<file path="config.mk">
export PLATFORM = sky130hd
export DESIGN_NAME = uab_autobaud
export DESIGN_NICKNAME = d
export VERILOG_FILES = /design/src/verilog/uab_autobaud.v /design/src/verilog/uab_rx_sync.v /design/src/verilog/uab_rate_counter.v
export VERILOG_INCLUDE_DIRS = /design/src /design/src/verilog
export SDC_FILE = /design/constraint.sdc
export NUM_CORES = 1
export LEC_CHECK = 0
export BUFFER_PORTS_ARGS = -buffer_cell sky130_fd_sc_hd__buf_2
export CORE_MARGIN = 5
export CORE_UTILIZATION = 49
export CTS_BUF_LIST = sky130_fd_sc_hd__clkbuf_16
export DETAILED_ROUTE_END_ITERATION = 12
export PLACE_DENSITY = 0.78
export REMOVE_ABC_BUFFERS = 1
export SYNTH_ARGS = -nofsm -noshare
export SYNTH_HDL_FRONTEND = slang
export SYNTH_HIERARCHICAL = 1
export SYNTH_SLANG_ARGS = --single-unit
</file>
<file path="constraint.sdc">
create_clock -name clk -period 2.8 [get_ports clk]
set_clock_uncertainty 0.15 [all_clocks]
set_input_delay 0.28 -clock clk [delete_from_list [all_inputs] [get_ports clk]]
set_output_delay 0.28 -clock clk [all_outputs]
set_load 0.05 [all_outputs]
</file>
<file path="src/verilog/uab_autobaud_regs.vh">
// Purpose: addresses, bit positions, reset values and counts of the auto-baud unit
// Assumes: included by the auto-baud top module and the test files by bare name
// Notes: byte addresses on the AHB-Lite bus, one 32-bit word per register
`ifndef UAB_AUTOBAUD_REGS_VH
`define UAB_AUTOBAUD_REGS_VH

// register byte addresses
`define UAB_SCRATCH_ADDR 32'h4000801c
`define UAB_CONTROL_ADDR 32'h40008020
`define UAB_DIVISOR_ADDR 32'h40008040
`define UAB_ENABLE_ADDR 32'h40008044
`define UAB_FLAGS_ADDR 32'h40008048

// control register bit positions
`define UAB_CTL_START 0
`define UAB_CTL_MODE 1
`define UAB_CTL_RESTART 2
`define UAB_CTL_EO_CLR 8
`define UAB_CTL_TO_CLR 9

// enable and flag register bit positions
`define UAB_EV_COMPLETION 0
`define UAB_EV_TIMEOUT 1

// reset values
`define UAB_SCRATCH_RESET 8'h00
`define UAB_DIVISOR_RESET 16'h0001
`define UAB_DIVISOR_LOW_RESET 8'h01
`define UAB_DIVISOR_HIGH_RESET 8'h00
`define UAB_CTL_RESET 1'b0

// timing counts in clock cycles
`define UAB_PRESCALE 5'h10
`define UAB_RSR_TICKS 5'h10

`endif

</file>
<file path="src/verilog/uab_autobaud.v">
// Purpose: auto-baud measurement unit and scratch byte of a UART, AHB-Lite slave
// Assumes: one clock, synchronous active-high reset, single word transfers
// Notes: writes finish with no wait; reads take one wait cycle
//
// Register access over AHB-Lite was decided locally.
`timescale 1ns/1ps
`default_nettype none
`include "uab_autobaud_regs.vh"

module uab_autobaud #(
	parameter CNT_WIDTH = 16
) (
	input wire clk,
	input wire reset,
	input wire hsel,
	input wire [31:0] haddr,
	input wire [1:0] htrans,
	input wire hwrite,
	input wire [2:0] hsize,
	input wire [31:0] hwdata,
	input wire hready,
	output reg hreadyout,
	output reg [31:0] hrdata,
	output reg hresp,
	input wire rxd,
	output reg [7:0] divisorLowByte,
	output reg [7:0] divisorHighByte,
	output reg rsrReset,
	output reg rsrBaudTick,
	output reg rsrFastRate,
	output reg completionEventFlag,
	output reg timeoutEventFlag
);
	// measurement states
	localparam [1:0] ST_IDLE = 2'b00;
	localparam [1:0] ST_WAIT = 2'b01;
	localparam [1:0] ST_MEAS = 2'b10;

	// bus phase capture
	reg wrPend_q; // write data phase in progress
	reg [31:0] wrAddr_q; // address of that write
	reg rdPend_q; // read data phase, first (wait) cycle
	reg [31:0] rdAddr_q; // address of that read
	wire accept; // address phase taken this edge

	// software-visible state
	reg [7:0] scratch_q; // free byte, drives nothing
	reg mode_q; // 1 = start bit only
	reg restart_q; // re-arm after overflow
	reg completionEnable_q; // gate for completion event
	reg timeoutEnable_q; // gate for timeout event

	// measurement machine
	reg [1:0] state_q;
	reg [1:0] state_d;
	reg [4:0] prescale_q; // divides clk by sixteen
	reg [4:0] ticksLeft_q; // baud ticks still owed
	reg loadDone_q; // latches were loaded last cycle
	wire rxFall;
	wire rxRise;
	wire [CNT_WIDTH-1:0] rateCount;
	wire rateOverflow;
	wire prescaleTick;
	wire stopEdge;
	wire [CNT_WIDTH-1:0] loadValue;
	wire [CNT_WIDTH-1:0] spanCount; // count with a tick that meets the stop edge
	wire [CNT_WIDTH+15:0] loadWide; // load value padded for the latches
	wire armNow; // run armed from idle this cycle

	// decoded write effects
	wire ctlWrite;
	wire startWrite;
	wire abortWrite;
	wire eoClear;
	wire toClear;

	// events of this cycle, from the machine
	reg enterMeas;
	reg measDone;
	reg measTimeout;

	// one function serves both read and write decode
	function hit;
		input [31:0] addr;
		input [31:0] target;
		begin
			hit = (addr == target);
		end
	endfunction

	// read mux; reserved and unmapped bits read zero
	function [31:0] readWord;
		input [31:0] addr;
		begin
			readWord = 32'h00000000;
			if (hit(addr, `UAB_SCRATCH_ADDR)) begin
				readWord[7:0] = scratch_q;
			end
			if (hit(addr, `UAB_CONTROL_ADDR)) begin
				// start reads back as pending/finished
				readWord[`UAB_CTL_START] = (state_q != ST_IDLE);
				readWord[`UAB_CTL_MODE] = mode_q;
				readWord[`UAB_CTL_RESTART] = restart_q;
			end
			if (hit(addr, `UAB_DIVISOR_ADDR)) begin
				readWord[15:0] = {divisorHighByte, divisorLowByte};
			end
			if (hit(addr, `UAB_ENABLE_ADDR)) begin
				readWord[`UAB_EV_COMPLETION] = completionEnable_q;
				readWord[`UAB_EV_TIMEOUT] = timeoutEnable_q;
			end
			if (hit(addr, `UAB_FLAGS_ADDR)) begin
				readWord[`UAB_EV_COMPLETION] = completionEventFlag;
				readWord[`UAB_EV_TIMEOUT] = timeoutEventFlag;
			end
		end
	endfunction

	// receive pin synchroniser and edge finder
	uab_rx_sync rxSync (
		.clk(clk),
		.reset(reset),
		.rxd(rxd),
		.rxFall(rxFall),
		.rxRise(rxRise)
	);

	// bit-time counter, cleared as the start bit begins
	uab_rate_counter #(
		.WIDTH(CNT_WIDTH)
	) rateCounter (
		.clk(clk),
		.reset(reset),
		.clear(enterMeas | armNow),
		.tick(prescaleTick),
		.count(rateCount),
		.overflow(rateOverflow)
	);

	// address phase accepted: only non-sequential/sequential, selected
	assign accept = hsel & htrans[1] & hready;

	// bus slave: writes zero-wait, reads one wait cycle so data is fresh
	always @(posedge clk) begin
		if (reset) begin
			wrPend_q <= 1'b0;
			wrAddr_q <= 32'h00000000;
			rdPend_q <= 1'b0;
			rdAddr_q <= 32'h00000000;
			hreadyout <= 1'b1;
			hrdata <= 32'h00000000;
			hresp <= 1'b0;
		end else begin
			hresp <= 1'b0; // always OKAY
			wrPend_q <= accept & hwrite;
			rdPend_q <= accept & ~hwrite;
			if (accept) begin
				wrAddr_q <= haddr;
				rdAddr_q <= haddr;
			end
			if (accept && !hwrite) begin
				// wait one cycle; a preceding write lands meanwhile
				hreadyout <= 1'b0;
			end else if (rdPend_q) begin
				hrdata <= readWord(rdAddr_q);
				hreadyout <= 1'b1;
			end else begin
				hreadyout <= 1'b1;
			end
		end
	end

	// control register write effects
	assign ctlWrite = wrPend_q & hit(wrAddr_q, `UAB_CONTROL_ADDR);
	assign startWrite = ctlWrite & hwdata[`UAB_CTL_START];
	assign abortWrite = ctlWrite & ~hwdata[`UAB_CTL_START];
	assign eoClear = ctlWrite & hwdata[`UAB_CTL_EO_CLR];
	assign toClear = ctlWrite & hwdata[`UAB_CTL_TO_CLR];
	// a run is armed only from idle; the counter is zeroed then too
	assign armNow = startWrite && (state_q == ST_IDLE);

	// plain stored fields; scratch touches nothing else
	always @(posedge clk) begin
		if (reset) begin
			scratch_q <= `UAB_SCRATCH_RESET;
			mode_q <= `UAB_CTL_RESET;
			restart_q <= `UAB_CTL_RESET;
			completionEnable_q <= 1'b0;
			timeoutEnable_q <= 1'b0;
		end else if (wrPend_q) begin
			if (hit(wrAddr_q, `UAB_SCRATCH_ADDR)) begin
				scratch_q <= hwdata[7:0];
			end
			if (ctlWrite) begin
				mode_q <= hwdata[`UAB_CTL_MODE];
				restart_q <= hwdata[`UAB_CTL_RESTART];
			end
			if (hit(wrAddr_q, `UAB_ENABLE_ADDR)) begin
				completionEnable_q <= hwdata[`UAB_EV_COMPLETION];
				timeoutEnable_q <= hwdata[`UAB_EV_TIMEOUT];
			end
		end
	end

	// stop edge: fall of first data bit, or rise ending start bit
	assign stopEdge = mode_q ? rxRise : rxFall;

	// a tick on the stop edge belongs to the span, else exact bits read one short
	assign spanCount = rateCount + {{(CNT_WIDTH-1){1'b0}}, prescaleTick};
	// mode 0 spans two bits, so halve; sixteen-cycle ticks give the divisor
	assign loadValue = mode_q ? spanCount : {1'b0, spanCount[CNT_WIDTH-1:1]};
	// pad on purpose, so a narrow counter still fills both latches
	assign loadWide = {16'h0000, loadValue};

	// prescaler tick only while measuring
	assign prescaleTick = (state_q == ST_MEAS) && (prescale_q == `UAB_PRESCALE - 5'h01);

	// next state; an abort write beats every other event
	always @* begin
		state_d = state_q;
		enterMeas = 1'b0;
		measDone = 1'b0;
		measTimeout = 1'b0;
		if (abortWrite) begin
			state_d = ST_IDLE;
		end else if (startWrite && state_q == ST_IDLE) begin
			state_d = ST_WAIT;
		end else begin
			case (state_q)
				ST_IDLE: begin
					state_d = ST_IDLE;
				end
				ST_WAIT: begin
					// falling edge opens the start bit
					if (rxFall) begin
						state_d = ST_MEAS;
						enterMeas = 1'b1;
					end
				end
				ST_MEAS: begin
					if (rateOverflow) begin
						// time-out: no load, maybe re-arm
						measTimeout = 1'b1;
						state_d = restart_q ? ST_WAIT : ST_IDLE;
					end else if (stopEdge) begin
						measDone = 1'b1;
						state_d = ST_IDLE;
					end
				end
				default: begin
					state_d = ST_IDLE;
				end
			endcase
		end
	end

	// machine, prescaler and shift-register controls
	always @(posedge clk) begin
		if (reset) begin
			state_q <= ST_IDLE;
			prescale_q <= 5'h00;
			ticksLeft_q <= 5'h00;
			rsrReset <= 1'b0;
			rsrBaudTick <= 1'b0;
			rsrFastRate <= 1'b0;
		end else begin
			state_q <= state_d;
			// reset receive shift register as a run is armed
			rsrReset <= startWrite && state_q == ST_IDLE;
			// fast rate from arming until the latches load
			rsrFastRate <= (state_d != ST_IDLE);
			if (enterMeas || prescaleTick) begin
				prescale_q <= 5'h00;
			end else if (state_q == ST_MEAS) begin
				prescale_q <= prescale_q + 5'h01;
			end
			// sixteen clock-rate ticks capture the start bit
			if (enterMeas) begin
				ticksLeft_q <= `UAB_RSR_TICKS;
				rsrBaudTick <= 1'b0;
			end else if (state_q == ST_MEAS && ticksLeft_q != 5'h00) begin
				ticksLeft_q <= ticksLeft_q - 5'h01;
				rsrBaudTick <= 1'b1;
			end else begin
				ticksLeft_q <= 5'h00;
				rsrBaudTick <= 1'b0;
			end
		end
	end

	// divisor latches: hardware load beats a software write
	always @(posedge clk) begin
		if (reset) begin
			divisorLowByte <= `UAB_DIVISOR_LOW_RESET;
			divisorHighByte <= `UAB_DIVISOR_HIGH_RESET;
			loadDone_q <= 1'b0;
		end else begin
			loadDone_q <= measDone;
			if (measDone) begin
				{divisorHighByte, divisorLowByte} <= loadWide[15:0];
			end else if (wrPend_q && hit(wrAddr_q, `UAB_DIVISOR_ADDR)) begin
				{divisorHighByte, divisorLowByte} <= hwdata[15:0];
			end
		end
	end

	// event flags: a set in the same cycle as its clear wins
	always @(posedge clk) begin
		if (reset) begin
			completionEventFlag <= 1'b0;
			timeoutEventFlag <= 1'b0;
		end else begin
			// completion only after the latches hold the new value
			if (loadDone_q && completionEnable_q) begin
				completionEventFlag <= 1'b1;
			end else if (eoClear) begin
				completionEventFlag <= 1'b0;
			end
			if (measTimeout && timeoutEnable_q) begin
				timeoutEventFlag <= 1'b1;
			end else if (toClear) begin
				timeoutEventFlag <= 1'b0;
			end
		end
	end

	// hsize is unused: only whole words are carried
	wire unusedSize;
	assign unusedSize = ^hsize;

endmodule // uab_autobaud

`default_nettype wire

</file>
<file path="src/verilog/uab_rx_sync.v">
// Purpose: bring the receive pin into the clock domain and find its edges
// Assumes: rxd is asynchronous to clk
// Notes: edges are seen two cycles after the pin moves
`timescale 1ns/1ps
`default_nettype none

module uab_rx_sync (
	input wire clk,
	input wire reset,
	input wire rxd,
	output wire rxFall,
	output wire rxRise
);
	reg meta_q; // first stage, read only by the second
	reg sync_q; // second stage, safe to use
	reg prev_q; // last safe value, for edge detection

	// idle line is high, so all stages reset high
	always @(posedge clk) begin
		if (reset) begin
			meta_q <= 1'b1;
			sync_q <= 1'b1;
			prev_q <= 1'b1;
		end else begin
			meta_q <= rxd;
			sync_q <= meta_q;
			prev_q <= sync_q;
		end
	end

	assign rxFall = prev_q & ~sync_q; // high to low
	assign rxRise = ~prev_q & sync_q; // low to high
endmodule // uab_rx_sync

`default_nettype wire

</file>
<file path="src/verilog/uab_rate_counter.v">
// Purpose: measurement counter for the bit time
// Assumes: tick is a one-cycle enable from the prescaler
// Notes: overflow is a pulse in the cycle the counter wraps
`timescale 1ns/1ps
`default_nettype none

module uab_rate_counter #(
	parameter WIDTH = 16
) (
	input wire clk,
	input wire reset,
	input wire clear,
	input wire tick,
	output reg [WIDTH-1:0] count,
	output wire overflow
);
	// clear wins over counting
	always @(posedge clk) begin
		if (reset || clear) begin
			count <= {WIDTH{1'b0}};
		end else if (tick) begin
			count <= count + {{(WIDTH-1){1'b0}}, 1'b1};
		end
	end

	assign overflow = tick & (&count); // wrap of the full count
endmodule // uab_rate_counter

`default_nettype wire

</file>
# == After elaboration in Yosys (flattened, before gate mapping) ==
# Cells that the tools add are included.
# word_totals
ff_bits,116
inputBits,75
out_inout_bits,55
elab_cells,121
# classes
muxes,39
n_eq_ne,8
n_addsub,4
reduce_logical,25
bitwise_logic,19
# op_table
operator,count
32-bit by 31-bit == test with 1-bit output (second input constant),5
8-bit 2-to-1 mux,5
16-bit 2-to-1 mux,2
1-bit 2-to-1 mux,21
16-bit by 1-bit adder with 16-bit output,1
16-bit by 1-bit adder with 16-bit output (second input constant),1
16-bit AND reduction,1
2-bit 2-to-1 mux,7
1-bit bitwise AND,12
5-bit 2-to-1 mux,2
2-bit nonzero test,5
2-bit AND reduction,4
1-bit logical AND,7
1-bit NOT,6
5-bit by 1-bit adder with 5-bit output (second input constant),1
5-bit by 4-bit == test with 1-bit output (second input constant),1
5-bit nonzero test,1
5-bit by 1-bit subtractor with 5-bit output (second input constant),1
2-bit case mux with 2 select lines,1
2-bit OR reduction,2
3-bit 2-to-1 mux,1
3-bit OR reduction,1
2-bit by 1-bit == test with 1-bit output (second input constant),1
2-bit == test (second input constant),1
4 further kinds,5

# == Logic depth before layout (Yosys ltp) ==
# Gate-level depths: netlist of the first run.
# logic_depth
word_depth,9
mapped_depth,13
mapped_depth_nobuf,13

# == Modules after synthesis ==
# The synthesis of the first run kept the hierarchy.
# modules_own_cells
mod,n_inst,cells_per_inst,area_each_um2,seq_area_each_um2
uab_autobaud,1,605,4840.9,1941.9
uab_rate_counter,1,82,764.5,320.3
uab_rx_sync,1,8,92.6,60.1

# == Least setup slack after synthesis of the first run ==
# OpenSTA, ideal clock, no wires.
# synth_timing
kind,register to register
start,register state_q[0]
end,register divisorHighByte[6]
required_ns,2.558
stages_incl_launch_ff,13
n_path_buf,2
slack_ns,-0.232
period_less_slack_ns,3.032
t_arrival_ns,2.790
setup_time_ns,0.092
cell_sequence,dfxtp_1 > inv_1 > ha_1 > clkbuf_1 > and2_1 > ha_1 > ha_1 > nand3_1 > nor2_1 > clkbuf_1 > a31oi_1 > o31a_1 > nor4_1
# synth_via
elab_chain_len,8
word_cells_on_any_way,13
cone_classes,add/sub (1); eq/ne (1); mux (6); bitwise (1); reduce/logical (4)
# synth_lines
item,line_no,source
from (decl),uab_autobaud.v:54,reg [1:0] state_q;
from (signal assigned),uab_autobaud.v:267,state_q <= state_d;
2-bit == test *,uab_autobaud.v:216,assign prescaleTick = (state_q == ST_MEAS) && (prescale_q == `UAB_PRESCALE - 5'h01);
1-bit logical AND *,uab_autobaud.v:216,
named net prescaleTick,uab_autobaud.v:63,wire prescaleTick;
branches (longest 6 deep; another with 16-bit by 1-bit adder with 16-bit output),--,
to (signal assigned),uab_autobaud.v:295,divisorHighByte <= `UAB_DIVISOR_HIGH_RESET;
to (signal assigned),uab_autobaud.v:300,"{divisorHighByte, divisorLowByte} <= loadWide[15:0];"
to (signal assigned),uab_autobaud.v:302,"{divisorHighByte, divisorLowByte} <= hwdata[15:0];"
to (decl),uab_autobaud.v:27,"output reg [7:0] divisorHighByte,"
# Mark *: on every way through the listed nets, which the timed path passes.
# A chain may end at the register's enable or synchronous reset.

# == Final worst setup path of the first run ==
# layout_timing
start,register prescale_q[0]
end,register divisorHighByte[0]
# layout_via
elab_chain_len,8
word_cells_on_any_way,11
cone_classes,add/sub (1); eq/ne (1); mux (6); bitwise (1); reduce/logical (2)
# layout_lines
item,line_no,source
from (decl),uab_autobaud.v:56,reg [4:0] prescale_q;
from (signal assigned),uab_autobaud.v:275,prescale_q <= prescale_q + 5'h01;
5-bit by 4-bit == test with 1-bit output *,uab_autobaud.v:216,
1-bit logical AND *,uab_autobaud.v:216,
named net prescaleTick,uab_autobaud.v:63,
branches (longest 6 deep; another with 16-bit by 1-bit adder with 16-bit output),--,
# Marked as above.

==> Implementation_results.wiki, run 1 <==
{| class="wikitable"
! Metric !! Value
|-
| Number of max-cap violations || 0
|-
| Die Wd || 117.8 um
|-
| Post-Route WL || roughly 17 mm
|-
| Number of enable-type register cells in the synthesized netlist || 0
|-
| Antenna violations before repair || 0
|-
| Fraction of layout cells with a size suffix above 1 || 0.2574
|-
| Synth async-reset ratio || 0
|-
| Max clock buf depth || 2
|-
| Number of standard cells after synthesis || 695
|-
| Number of buffers added by the clock tree synthesis step || 17
|-
| Capturing point of the worst reg2reg path || divisorHighByte[0]
|-
| Count of filler cells inserted in the layout || 835
|-
| Core Region || between 0.01 and 0.015 mm2
|-
| Fmax || between 300 and 400 MHz
|-
| YS warnings || 6
|-
| Crit end category || flop
|-
| Final period util || 0.9665
|-
| Static power due to leakage || around 3.1 nW
|-
| Final hold slack || 19.73 ps
|-
| Power density over the cells || ~530 mW/mm2
|-
| Die Area || between 0.01 and 0.015 mm2
|-
| Status || completed
|-
| Number of buffers inserted by port buffering || slightly above 90
|-
| Initial core utilization || 0.4990
|-
| Global-route wire length before repair || approximately 27 mm
|-
| Setup-violating endpoint count in the final report || 0
|-
| R2R Setup Slk || approximately 94 ps
|-
| Final routed wire length divided by cell count || 16.50 um
|-
| Routed via count || 5830
|-
| Worst slew margin || 0.4747
|-
| Endpoint required time on the critical path || between 2000 and 3000 ps
|-
| Post-route DRC || 0
|-
| Largest net degree at the start of global routing || between 50 and 60
|-
| Clk sinks || ~120
|-
| Total track usage || 0.2354
|-
| Yosys reg bits || between 100 and 150
|-
| Number of failing hold endpoints at the final stage || 0
|-
| Largest fanout of any net on the critical path || 4
|-
| Core utilization of the finished layout || 0.6792
|-
| Count of different cell masters after synthesis || 73
|-
| Final worst setup slack || about 94 ps
|-
| TritonCTS clock tree || done
|-
| Total instance count after detailed placement || 941
|-
| Reg-to-Reg Start || prescale_q[0]
|-
| Floorplan die height || between 100 and 150 um
|-
| Cell Rows || 39
|-
| Storage cell area || about 0.0023 mm2
|-
| Routability Congestion || approximately 0.9
|-
| GRT Residual Overflow || 0
|-
| Most instantiated flip-flop cell in the synthesis netlist || sky130_fd_sc_hd__dfxtp_1
|-
| Boundary pin count || 130
|-
| Hold Path Origin || hwdata[15]
|-
| Worst vdd ir || between 0.4 and 0.5 mV
|-
| First drt pass iteration count || 6
|-
| Actual slew at the worst max-slew pin || 787.9 ps
|-
| Element type at the critical path start || flop
|-
| Skew-Pair Late Insertion Delay || around 420 ps
|-
| Path category of the worst min-delay check || in -> reg
|-
| Average cell area after synthesis || 8.199 um2
|-
| Via density per instance || ~5.7
|-
| Setup slack after placement || -198.6 ps
|-
| Clock slew at reported path FFs || approximately 50 ps
|-
| Sequential-to-total area share from yosys stat || 0.4076
|-
| Post-synthesis to final-layout area growth || 36.10%
|-
| Post-route setup TNS || 0 ps
|-
| H-Tree Depth || 4
|-
| Buffer type at the clock tree root || sky130_fd_sc_hd__clkbuf_16
|-
| Final critical delay including setup and external delays || between 2000 and 3000 ps
|-
| Area of combinational cells with multiple inputs || 0.003253 mm2
|-
| Initial detailed-routing violation count || 577
|-
| Vias in the first global route || 5611
|-
| Antenna Diode Count || 0
|-
| Max-slew violation count || 0
|-
| Detailed Place HPWL || approximately 11 mm
|-
| Antenna viol nets, final || 0
|-
| Cell Area, Synth || ~0.0057 mm2
|-
| Class of the most critical setup path || reg -> reg
|-
| Worst reg2reg path depth || 13
|-
| Worst min-delay path endpoint || divisorHighByte[7]
|-
| Unrepaired setup endpoints after global routing || true
|-
| Hold Path Depth || 3
|-
| Filler-free cell count of the finished design || approximately 1000
|-
| Number of nets at the end of the flow || 957
|-
| Worst Path Arrival || about 2800 ps
|}
-- worst max-delay path, cell delays in order, from the launching register on --
cell	delay [ps]
sky130_fd_sc_hd__dfxtp_4	350
sky130_fd_sc_hd__ha_4	160
sky130_fd_sc_hd__and3_4	180
sky130_fd_sc_hd__ha_4	150
sky130_fd_sc_hd__and2_4	170
sky130_fd_sc_hd__buf_6	120
sky130_fd_sc_hd__ha_4	150
sky130_fd_sc_hd__nand4_1	130
sky130_fd_sc_hd__nor2_2	80
sky130_fd_sc_hd__buf_4	170
sky130_fd_sc_hd__and3_1	190
sky130_fd_sc_hd__o32a_1	300
sky130_fd_sc_hd__a21oi_2	180
sky130_fd_sc_hd__nor4_1	70
-- flip-flops by register name, summed over array words and instances (netlist names), 2 cells and up --
register / flops
rdAddr_q: 32
hrdata: 16
rateCounter/count: 16
divisorHighByte: 8
divisorLowByte: 8
scratch_q: 8
prescale_q: 5
ticksLeft_q: 5
state_q: 2
-- layer usage --
metal,global-route usage,vias to the layer above,routed length (um)
met5,0,-,0
met2,0.3830,261,8310
met3,0.05911,37,1142
met1,0.2955,2765,7002
li1,-,2767,-
met4,0.1018,0,461
-- through the flow --
stage / total power, mW / instance area (um2)
after CTS: 4.145 / 7590
after global placement: 1.907 / 6481
final: 4.135 / 7755
after detailed placement: 1.914 / 6481
after global routing: 4.248 / 7755
after floorplan: 1.824 / 5489
-- area by class of cell --
class	count	share of cell area
multi-input cells	524	0.4195
flip-flops and latches	116	0.3001
clock inverters	13	0.02162
well taps	143	0.02307
inverters	19	0.009197
clock buffers	17	0.05486
repair buffers	193	0.1717
-- Yosys cell counts (3+ instances only) --
| master | count | area [um2] |
|---|---|---|
| sky130_fd_sc_hd__a211oi_1 | 21 | 157.7 |
| sky130_fd_sc_hd__a21oi_1 | 64 | 320.3 |
| sky130_fd_sc_hd__a22o_1 | 6 | 52.55 |
| sky130_fd_sc_hd__a22oi_1 | 14 | 105.1 |
| sky130_fd_sc_hd__a31oi_1 | 6 | 37.54 |
| sky130_fd_sc_hd__and3_1 | 10 | 62.56 |
| sky130_fd_sc_hd__and4_1 | 3 | 26.28 |
| sky130_fd_sc_hd__buf_4 | 17 | 127.6 |
| sky130_fd_sc_hd__clkbuf_1 | 31 | 116.4 |
| sky130_fd_sc_hd__dfxtp_1 | 116 | 2322 |
| sky130_fd_sc_hd__ha_1 | 11 | 137.6 |
| sky130_fd_sc_hd__inv_1 | 19 | 71.32 |
| sky130_fd_sc_hd__mux2i_1 | 13 | 130.1 |
| sky130_fd_sc_hd__nand2_1 | 115 | 431.7 |
| sky130_fd_sc_hd__nand2b_1 | 8 | 50.05 |
| sky130_fd_sc_hd__nand3_1 | 13 | 65.06 |
| sky130_fd_sc_hd__nand4_1 | 7 | 43.79 |
| sky130_fd_sc_hd__nor2_1 | 81 | 304.0 |
| sky130_fd_sc_hd__nor2b_1 | 8 | 50.05 |
| sky130_fd_sc_hd__nor3_1 | 13 | 65.06 |
| sky130_fd_sc_hd__nor4_1 | 9 | 56.30 |
| sky130_fd_sc_hd__nor4_2 | 6 | 75.07 |
| sky130_fd_sc_hd__nor4b_2 | 3 | 45.04 |
| sky130_fd_sc_hd__o21ai_0 | 9 | 45.04 |
| sky130_fd_sc_hd__o21ai_1 | 3 | 15.01 |
| sky130_fd_sc_hd__or2_1 | 3 | 18.77 |
| sky130_fd_sc_hd__or2_2 | 3 | 18.77 |
| sky130_fd_sc_hd__or3_1 | 5 | 31.28 |
| sky130_fd_sc_hd__xnor2_1 | 12 | 105.1 |
| sky130_fd_sc_hd__xor2_1 | 11 | 96.34 |
-- where the power goes --
part           leakage, nW  total [mW]  switching (mW)  internal (mW)
Combinational         1.91       0.250           0.150         0.0997
Clock                0.293        2.20           0.742           1.46
Sequential           0.938        1.68          0.0152           1.67
-- worst max-delay path by stage --
stage | endpoint | slack, ps | start | cells past startpoint
final | divisorHighByte[0] | 90 | prescale_q[0] | 13
after global routing | divisorLowByte[0] | -80 | prescale_q[0] | 12
after CTS | divisorHighByte[3] | 20 | prescale_q[1] | 12
after detailed placement | divisorLowByte[0] | -200 | prescale_q[0] | 12
after global placement | divisorLowByte[0] | -20 | prescale_q[0] | 12
after floorplan | divisorHighByte[2] | -240 | prescale_q[0] | 12
-- layout by cell type, fill, tap and decap left out, types with 6 or more instances in the layout --
cell type / n
sky130_fd_sc_hd__a31oi_1: 6
sky130_fd_sc_hd__clkbuf_16: 17
sky130_fd_sc_hd__nor2_1: 77
sky130_fd_sc_hd__a211oi_1: 15
sky130_fd_sc_hd__nor4_2: 9
sky130_fd_sc_hd__dfxtp_1: 114
sky130_fd_sc_hd__a21oi_1: 63
sky130_fd_sc_hd__conb_1: 17
sky130_fd_sc_hd__nor2b_1: 8
sky130_fd_sc_hd__nand3_1: 12
sky130_fd_sc_hd__and3_1: 9
sky130_fd_sc_hd__nand2b_1: 8
sky130_fd_sc_hd__buf_4: 57
sky130_fd_sc_hd__nor3_1: 11
sky130_fd_sc_hd__mux2i_1: 13
sky130_fd_sc_hd__nand4_1: 7
sky130_fd_sc_hd__nor4_1: 6
sky130_fd_sc_hd__xor2_1: 11
sky130_fd_sc_hd__a22oi_1: 14
sky130_fd_sc_hd__a22o_1: 6
sky130_fd_sc_hd__dlygate4sd3_1: 42
sky130_fd_sc_hd__a211oi_2: 6
sky130_fd_sc_hd__ha_1: 7
sky130_fd_sc_hd__inv_1: 20
sky130_fd_sc_hd__buf_2: 92
sky130_fd_sc_hd__o21ai_0: 9
sky130_fd_sc_hd__nand2_1: 115
sky130_fd_sc_hd__xnor2_1: 12
-- kinds of logic after synthesis --
kind of cell / synth area share
and+or+nand+nor: 0.2716
AOI/OAI and AO/OA: 0.1761
DFF: 0.4076
buffers and inverters: 0.05973
xor gates and xnor gates: 0.03535
muxes: 0.02481
adders and majority gates: 0.02415
other: 0.0006581
-- repair_timing --
action / CTS / global route
endpoints found under the setup margin: 14 / 27
buffers inserted: 3 / 9
resized for setup: 19 / 20
pin swaps: 7 / 11
endpoints found under the hold margin: 45 / 0
hold buffers: 42 / 0
gates cloned: 0 / 0
(Power assumes the default switching activity.)
==> run 2, diff against run 1 <==
ABC_AREA = 1   (was not set)
CAP_MARGIN = 20   (was not set)
CORE_UTILIZATION = 50   (was 49)
HOLD_SLACK_MARGIN = 0.06   (was not set)
PLACE_DENSITY = 0.79   (was 0.78)
==> Implementation_results.wiki, run 2 <==
{| class="wikitable"
! Metric !! Value
|-
| Most frequent cell on the critical path || sky130_fd_sc_hd__nand2_1
|-
| Antenna viol nets, final || 0
|-
| Detailed Place HPWL || approximately 10 mm
|-
| Max clock buf depth || 2
|-
| Total track usage || 0.2285
|-
| Clock slew at reported path FFs || approximately 50 ps
|-
| Final period util || 0.9327
|-
| Cell Rows || 40
|-
| Critical path, cell by cell || ha_2, and3_1, ha_1, nand2_1, inv_2, ha_1, ha_1, nand2_2, nor2_2, buf_4, nand3_1, xnor2_2, nand2_1, nand2_1, nand3_1, nand2_1, nor2_1, nor2_1
|-
| Synth async-reset ratio || 0
|-
| Count of filler cells inserted in the layout || between 900 and 1000
|-
| Total instance count after detailed placement || 1102
|-
| Actual slew at the worst max-slew pin || ~870 ps
|-
| Count of different cell masters after synthesis || 38
|-
| Core Region || approximately 0.012 mm2
|-
| Commonest cells post-synth || sky130_fd_sc_hd__nand2_1, sky130_fd_sc_hd__dfxtp_1, sky130_fd_sc_hd__nor2_1, sky130_fd_sc_hd__inv_1, sky130_fd_sc_hd__a21oi_1
|-
| Most instantiated flip-flop cell in the synthesis netlist || sky130_fd_sc_hd__dfxtp_1
|-
| Power density over the cells || 540.4 mW/mm2
|-
| Number of flip-flops under the largest register name || 32
|-
| Number of buffers added by the clock tree synthesis step || 17
|-
| Number of failing hold endpoints at the final stage || 0
|-
| GRT Residual Overflow || 0
|-
| Most used cells in the layout excluding fill and tap cells || sky130_fd_sc_hd__nand2_1, sky130_fd_sc_hd__dfxtp_1, sky130_fd_sc_hd__nor2_1, sky130_fd_sc_hd__buf_2, sky130_fd_sc_hd__inv_1
|-
| Crit end category || flop
|-
| Registers with the highest flip-flop counts || rdAddr_q x32, hrdata x16, rateCounter/count x16
|-
| Leading cell type in the layout, fill and taps excluded || sky130_fd_sc_hd__nand2_1
|-
| Final routed wire length divided by cell count || 13.55 um
|-
| Global-route wire length before repair || 26.59 mm
|-
| Longest individual stage delay on the worst path || 340 ps
|-
| Most numerous cell in the Yosys netlist || sky130_fd_sc_hd__nand2_1
|-
| Fmax || roughly 380 MHz
|-
| Status || completed
|-
| Post-synth top area cell || sky130_fd_sc_hd__dfxtp_1
|-
| Number of standard cells after synthesis || slightly below 900
|-
| Top cells by area, synth || sky130_fd_sc_hd__dfxtp_1, sky130_fd_sc_hd__nand2_1, sky130_fd_sc_hd__nor2_1
|-
| Number of nets at the end of the flow || ~1100
|-
| Filler-free cell count of the finished design || 1183
|-
| Max-slew violation count || 0
|-
| Worst slew margin || 0.4222
|-
| Buffer type at the clock tree root || sky130_fd_sc_hd__clkbuf_16
|-
| Fraction of layout cells with a size suffix above 1 || 0.1807
|-
| Largest net degree at the start of global routing || 45
|-
| Post-synthesis to final-layout area growth || 28.18%
|-
| First drt pass iteration count || 6
|-
| Final critical delay including setup and external delays || roughly 2600 ps
|-
| Average cell area after synthesis || slightly below 7 um2
|-
| Cell Area, Synth || roughly 0.006 mm2
|-
| Cell area reported after detailed placement || 0.006549 mm2
|-
| Endpoint required time on the critical path || 2960 ps
|-
| Initial detailed-routing violation count || approximately 550
|-
| Post-route setup TNS || 0 ps
|-
| Number of max-cap violations || 0
|-
| Static power due to leakage || between 3 and 4 nW
|-
| Boundary pin count || 130
|-
| YS warnings || 6
|-
| Post-route DRC || 0
|-
| Antenna violations before repair || 0
|-
| Number of buffers inserted by port buffering || a little over 90
|-
| Skew-Pair Late Insertion Delay || 420 ps
|-
| Largest fanout of any net on the critical path || 5
|-
| Die Wd || 119.4 um
|-
| Worst Path Arrival || roughly 2800 ps
|-
| Routed via count || approximately 6100
|-
| Worst vdd ir || 0.4078 mV
|-
| Top cell type's share of synthesized area || 0.3880
|-
| Floorplan die height || ~120 um
|-
| Clk sinks || around 120
|-
| Routability Congestion || 0.8738
|-
| Initial core utilization || 0.5046
|-
| Path category of the worst min-delay check || in -> reg
|-
| Die Area || between 0.01 and 0.015 mm2
|-
| Class of the most critical setup path || reg -> reg
|-
| H-Tree Depth || 4
|-
| Highest-delay cell along the critical path || sky130_fd_sc_hd__dfxtp_2
|-
| Vias in the first global route || ~5800
|-
| Reg with most FFs || rdAddr_q
|-
| Storage cell area || around 0.0023 mm2
|-
| TritonCTS clock tree || done
|-
| Element type at the critical path start || flop
|-
| Sequential-to-total area share from yosys stat || 0.3880
|-
| Final instance area || 0.007672 mm2
|-
| Setup-violating endpoint count in the final report || 0
|-
| Area of combinational cells with multiple inputs || 0.003153 mm2
|-
| Post-Route WL || 16.03 mm
|-
| Yosys reg bits || about 120
|-
| Via density per instance || just over 5
|-
| Number of enable-type register cells in the synthesized netlist || 0
|}
-- run 2: changes by cell type after synthesis, sizes merged, moves of 9 or more --
cell    delta
a22oi     -14
inv       +67
nand2    +120
nor4      -16
nor2      +35
a211oi    -21
nand3b     +9
buf        +9
o21ai     +50
mux2i     -12
clkbuf    -11
nand3     +48
-- run 2: per-layer routing --
metal	vias to the layer above	routed length (um)	GRT usage
li1	3089	-	-
met1	2754	6828	0.2808
met2	213	7686	0.3737
met3	54	904	0.04653
met4	0	612	0.1267
met5	-	0	0
-- run 2: critical path, delay by kind of cell (launching register included) --
kind / cells / cell delay [ps]
xor gates and xnor gates: 1 / 170
adders and majority gates: 4 / 640
buffers and inverters: 2 / 240
DFF: 1 / 340
and+or+nand+nor: 11 / 970
-- run 2: logic make-up after synthesis --
family	share of synthesized area
and+or+nand+nor	0.3388
AOI/OAI and AO/OA	0.1252
buffers and inverters	0.1051
DFF	0.3880
xor gates and xnor gates	0.01756
adders and majority gates	0.02299
other	0.0006265
muxes	0.001672
-- run 2: path summary, 6_finish.rpt --
path                               startpoint            endpoint  slack (ps)  cells past startpoint
worst max-delay path            prescale_q[0]  divisorHighByte[3]         190                     18
worst min-delay path                    reset        rdAddr_q[22]          80                      2
worst max register to register  prescale_q[0]  divisorHighByte[3]         190                     18
worst min register to register  rxSync/meta_q       rxSync/sync_q         260                      2
-- run 2: area by class of cell --
class / count / share of cell area
repair buffers: 160 / 0.1416
clock buffers: 17 / 0.05545
flip-flops and latches: 116 / 0.3030
inverters: 88 / 0.04305
clock inverters: 15 / 0.02169
diodes: 1 / 0.0003262
well taps: 147 / 0.02397
multi-input cells: 639 / 0.4110
-- run 2: stage by stage --
step           power, mW  setup slack [ps]  hold WS (ps)    util
2_1_floorplan      1.869             32.76         199.1       -
3_3_place_gp       1.952             173.2         242.4  0.5521
3_5_place_dp       1.955             128.5         242.7  0.5521
4_1_cts            4.145             39.93         64.14  0.6408
5_1_grt            4.281            -14.75         86.24  0.6466
6_report           4.146             188.5         79.39  0.6468
-- run 2: where the power goes --
part	leakage (nW)	internal [mW]	switching, mW
combinational	2.28	0.105	0.183
clock	0.276	1.38	0.783
sequential	0.939	1.68	0.0146
total	3.49	3.17	0.981
-- run 2: timing repair --
action | in CTS | in global routing
hold endpoints to repair | 51 | 0
hold buffers | 46 | 0
setup buffers | 0 | 1
gates resized for setup | 0 | 15
endpoints found under the setup margin | 0 | 13
==> run 3, diff against run 2 <==
ABC_AREA = not set   (was 1)
CORE_UTILIZATION = 49   (was 50)
PLACE_DENSITY = 0.78   (was 0.79)
==> Implementation_results.wiki, run 3 (same netlist as run 1, synthesis figures left out) <==
{| class="wikitable"
! Metric !! Value
|-
| Status || completed
|-
| Clock slew at reported path FFs || ~50 ps
|-
| Clk sinks || ~120
|-
| GRT Residual Overflow || 0
|-
| Buffer type at the clock tree root || sky130_fd_sc_hd__clkbuf_16
|-
| Number of max-cap violations || 0
|-
| Final critical delay including setup and external delays || about 2700 ps
|-
| Number of flip-flops under the largest register name || 32
|-
| Crit path max-delay family || simple AND/OR/NAND/NOR gates
|-
| Highest-delay cell along the critical path || sky130_fd_sc_hd__dfxtp_4
|-
| Number of buffers inserted by port buffering || around 90
|-
| R2R Setup Slk || between 60 and 70 ps
|-
| Antenna violations before repair || 0
|-
| Die Area || approximately 0.014 mm2
|-
| Largest fanout of any net on the critical path || 7
|-
| Filler-free cell count of the finished design || roughly 1000
|-
| Unrepaired setup endpoints after global routing || true
|-
| Total instance count after detailed placement || ~940
|-
| Worst slew margin || 0.4646
|-
| Reg with most FFs || rdAddr_q
|-
| Total track usage || 0.2366
|-
| Element type at the critical path start || flop
|-
| Post-synthesis to final-layout area growth || 36.43%
|-
| Cell area reported after detailed placement || roughly 0.0065 mm2
|-
| Path category of the worst min-delay check || in -> reg
|-
| Cell Rows || 39
|-
| TritonCTS clock tree || done
|-
| Largest net degree at the start of global routing || 55
|-
| Actual slew at the worst max-slew pin || roughly 800 ps
|-
| Vias in the first global route || between 5000 and 6000
|-
| First drt pass iteration count || 5
|-
| Hold Path Origin || hwdata[14]
|-
| H-Tree Depth || 4
|-
| Post-route DRC || 0
|-
| Initial core utilization || 0.4990
|-
| Class of the most critical setup path || reg -> reg
|-
| Die Wd || between 100 and 150 um
|-
| Total stage count of the critical path || 13
|-
| Global-route wire length before repair || roughly 27 mm
|-
| Count of filler cells inserted in the layout || roughly 840
|-
| Number of buffers added by the clock tree synthesis step || 17
|-
| Longest individual stage delay on the worst path || about 350 ps
|-
| Boundary pin count || 130
|-
| Routability Congestion || between 0.9 and 1
|-
| Registers with the highest flip-flop counts || rdAddr_q x32, hrdata x16, rateCounter/count x16
|-
| Critical path, cell by cell || ha_4, and3_4, ha_4, and2_4, nand2_1, nor3_4, and3_1, nand2b_1, nand2b_4, or2_4, buf_4, a211oi_1, a211oi_1
|-
| Leading cell type in the layout, fill and taps excluded || sky130_fd_sc_hd__nand2_1
|-
| Worst vdd ir || between 0.4 and 0.5 mV
|-
| Floorplan die height || 117.8 um
|-
| Reg-to-Reg Start || prescale_q[0]
|-
| Worst Path Arrival || between 2000 and 3000 ps
|-
| Final hold slack || 56.89 ps
|-
| Most used cells in the layout excluding fill and tap cells || sky130_fd_sc_hd__nand2_1, sky130_fd_sc_hd__dfxtp_1, sky130_fd_sc_hd__buf_2, sky130_fd_sc_hd__nor2_1, sky130_fd_sc_hd__a21oi_1
|-
| Routed via count || between 5000 and 6000
|-
| Number of nets at the end of the flow || 960
|-
| Antenna viol nets, final || 0
|-
| Setup-violating endpoint count in the final report || 0
|-
| Hold Path Depth || 3
|-
| Fraction of layout cells with a size suffix above 1 || 0.2531
|-
| Post-Route WL || about 17 mm
|-
| Final instance area || 0.007774 mm2
|-
| Max clock buf depth || 2
|-
| Worst reg2reg path depth || 13
|-
| Launch point of the critical path || prescale_q[0]
|-
| Endpoint required time on the critical path || between 2000 and 3000 ps
|-
| Final period util || 0.9759
|-
| Total buffers and inverters traversed by the critical path || 1
|-
| Initial detailed-routing violation count || between 500 and 600
|-
| Final routed wire length divided by cell count || 16.51 um
|-
| Power density over the cells || about 530 mW/mm2
|-
| Core Region || 0.01142 mm2
|-
| Via density per instance || 5.689
|-
| Fmax || approximately 370 MHz
|-
| Skew-Pair Late Insertion Delay || roughly 420 ps
|-
| Static power due to leakage || 3.171 nW
|-
| Crit end category || flop
|-
| Max-slew violation count || 0
|-
| Number of failing hold endpoints at the final stage || 0
|-
| Detailed Place HPWL || approximately 11 mm
|}
==> run 3: cell types whose count changed in the layout (fill, tap and decap cells not counted), sizes merged, moves of 14 or more <==
cell / change
a22oi: +14
buf: +35
nor4: +16
a211oi: +21
nand2: -120
o21ai: -50
nor2: -35
inv: -67
nand3: -49
==> run 3: repair_timing <==
item                       4_1_cts  5_1_grt
setup endpoints to repair       14       27
pin swaps                        7       11
hold endpoints to repair        52        0
hold buffers                    46        0
setup buffers                    3        7
gates resized for setup         19       18
cloned                           0        1
==> run 3: area by class of cell <==
| cell class | instances | area [um2] | share of cell area |
|---|---|---|---|
| multi-input combinational | 525 | 3244 | 0.4174 |
| sequential | 116 | 2327 | 0.2994 |
| timing repair buffer | 195 | 1356 | 0.1745 |
| clock buffer | 17 | 425.4 | 0.05472 |
| tap | 143 | 178.9 | 0.02302 |
| clock inverter | 13 | 167.7 | 0.02157 |
| inverter | 19 | 71.32 | 0.009174 |
| antenna | 1 | 2.502 | 0.0003219 |
==> run 3: metal layers <==
metal,vias up,global-route usage,wire [um]
met5,-,0,0
met4,0,0.1118,605
met3,49,0.06007,1093
met2,251,0.3826,8247
met1,2774,0.2946,7042
li1,2780,-,-
==> run 3: where the power goes <==
group	internal, mW	switching, mW	leakage (nW)	total, mW
logic	0.103	0.153	1.94	0.256
registers	1.67	0.0149	0.938	1.68
clock network	1.46	0.743	0.293	2.20
total	3.23	0.911	3.17	4.14
==> run 3: worst register-to-register path, cell delays in order, from the launching register on <==
cell                       delay, ps
sky130_fd_sc_hd__dfxtp_4         350
sky130_fd_sc_hd__ha_4            160
sky130_fd_sc_hd__and3_4          180
sky130_fd_sc_hd__ha_4            150
sky130_fd_sc_hd__and2_4          170
sky130_fd_sc_hd__nand2_1         130
sky130_fd_sc_hd__nor3_4           50
sky130_fd_sc_hd__and3_1          170
sky130_fd_sc_hd__nand2b_1        160
sky130_fd_sc_hd__nand2b_4        150
sky130_fd_sc_hd__or2_4           300
sky130_fd_sc_hd__buf_4           160
sky130_fd_sc_hd__a211oi_1        230
sky130_fd_sc_hd__a211oi_1         90
==> run 3: path summary, 6_finish.rpt <==
path / endpoint
worst max-delay path: divisorLowByte[6]
worst min-delay path: divisorHighByte[6]
worst max register to register: divisorLowByte[6]
worst min register to register: rxSync/sync_q
==> run 3: stage by stage <==
stage,TNS (ps),worst slack [ps],util,power [mW]
CTS,0,15.61,0.6682,4.150
global placement,-48.12,-24.17,0.5676,1.907
global route,-220.8,-63.86,0.6806,4.255
finish,0,67.39,0.6808,4.142
floorplan,-1503,-243.1,-,1.824
detailed placement,-953.9,-198.6,0.5676,1.914
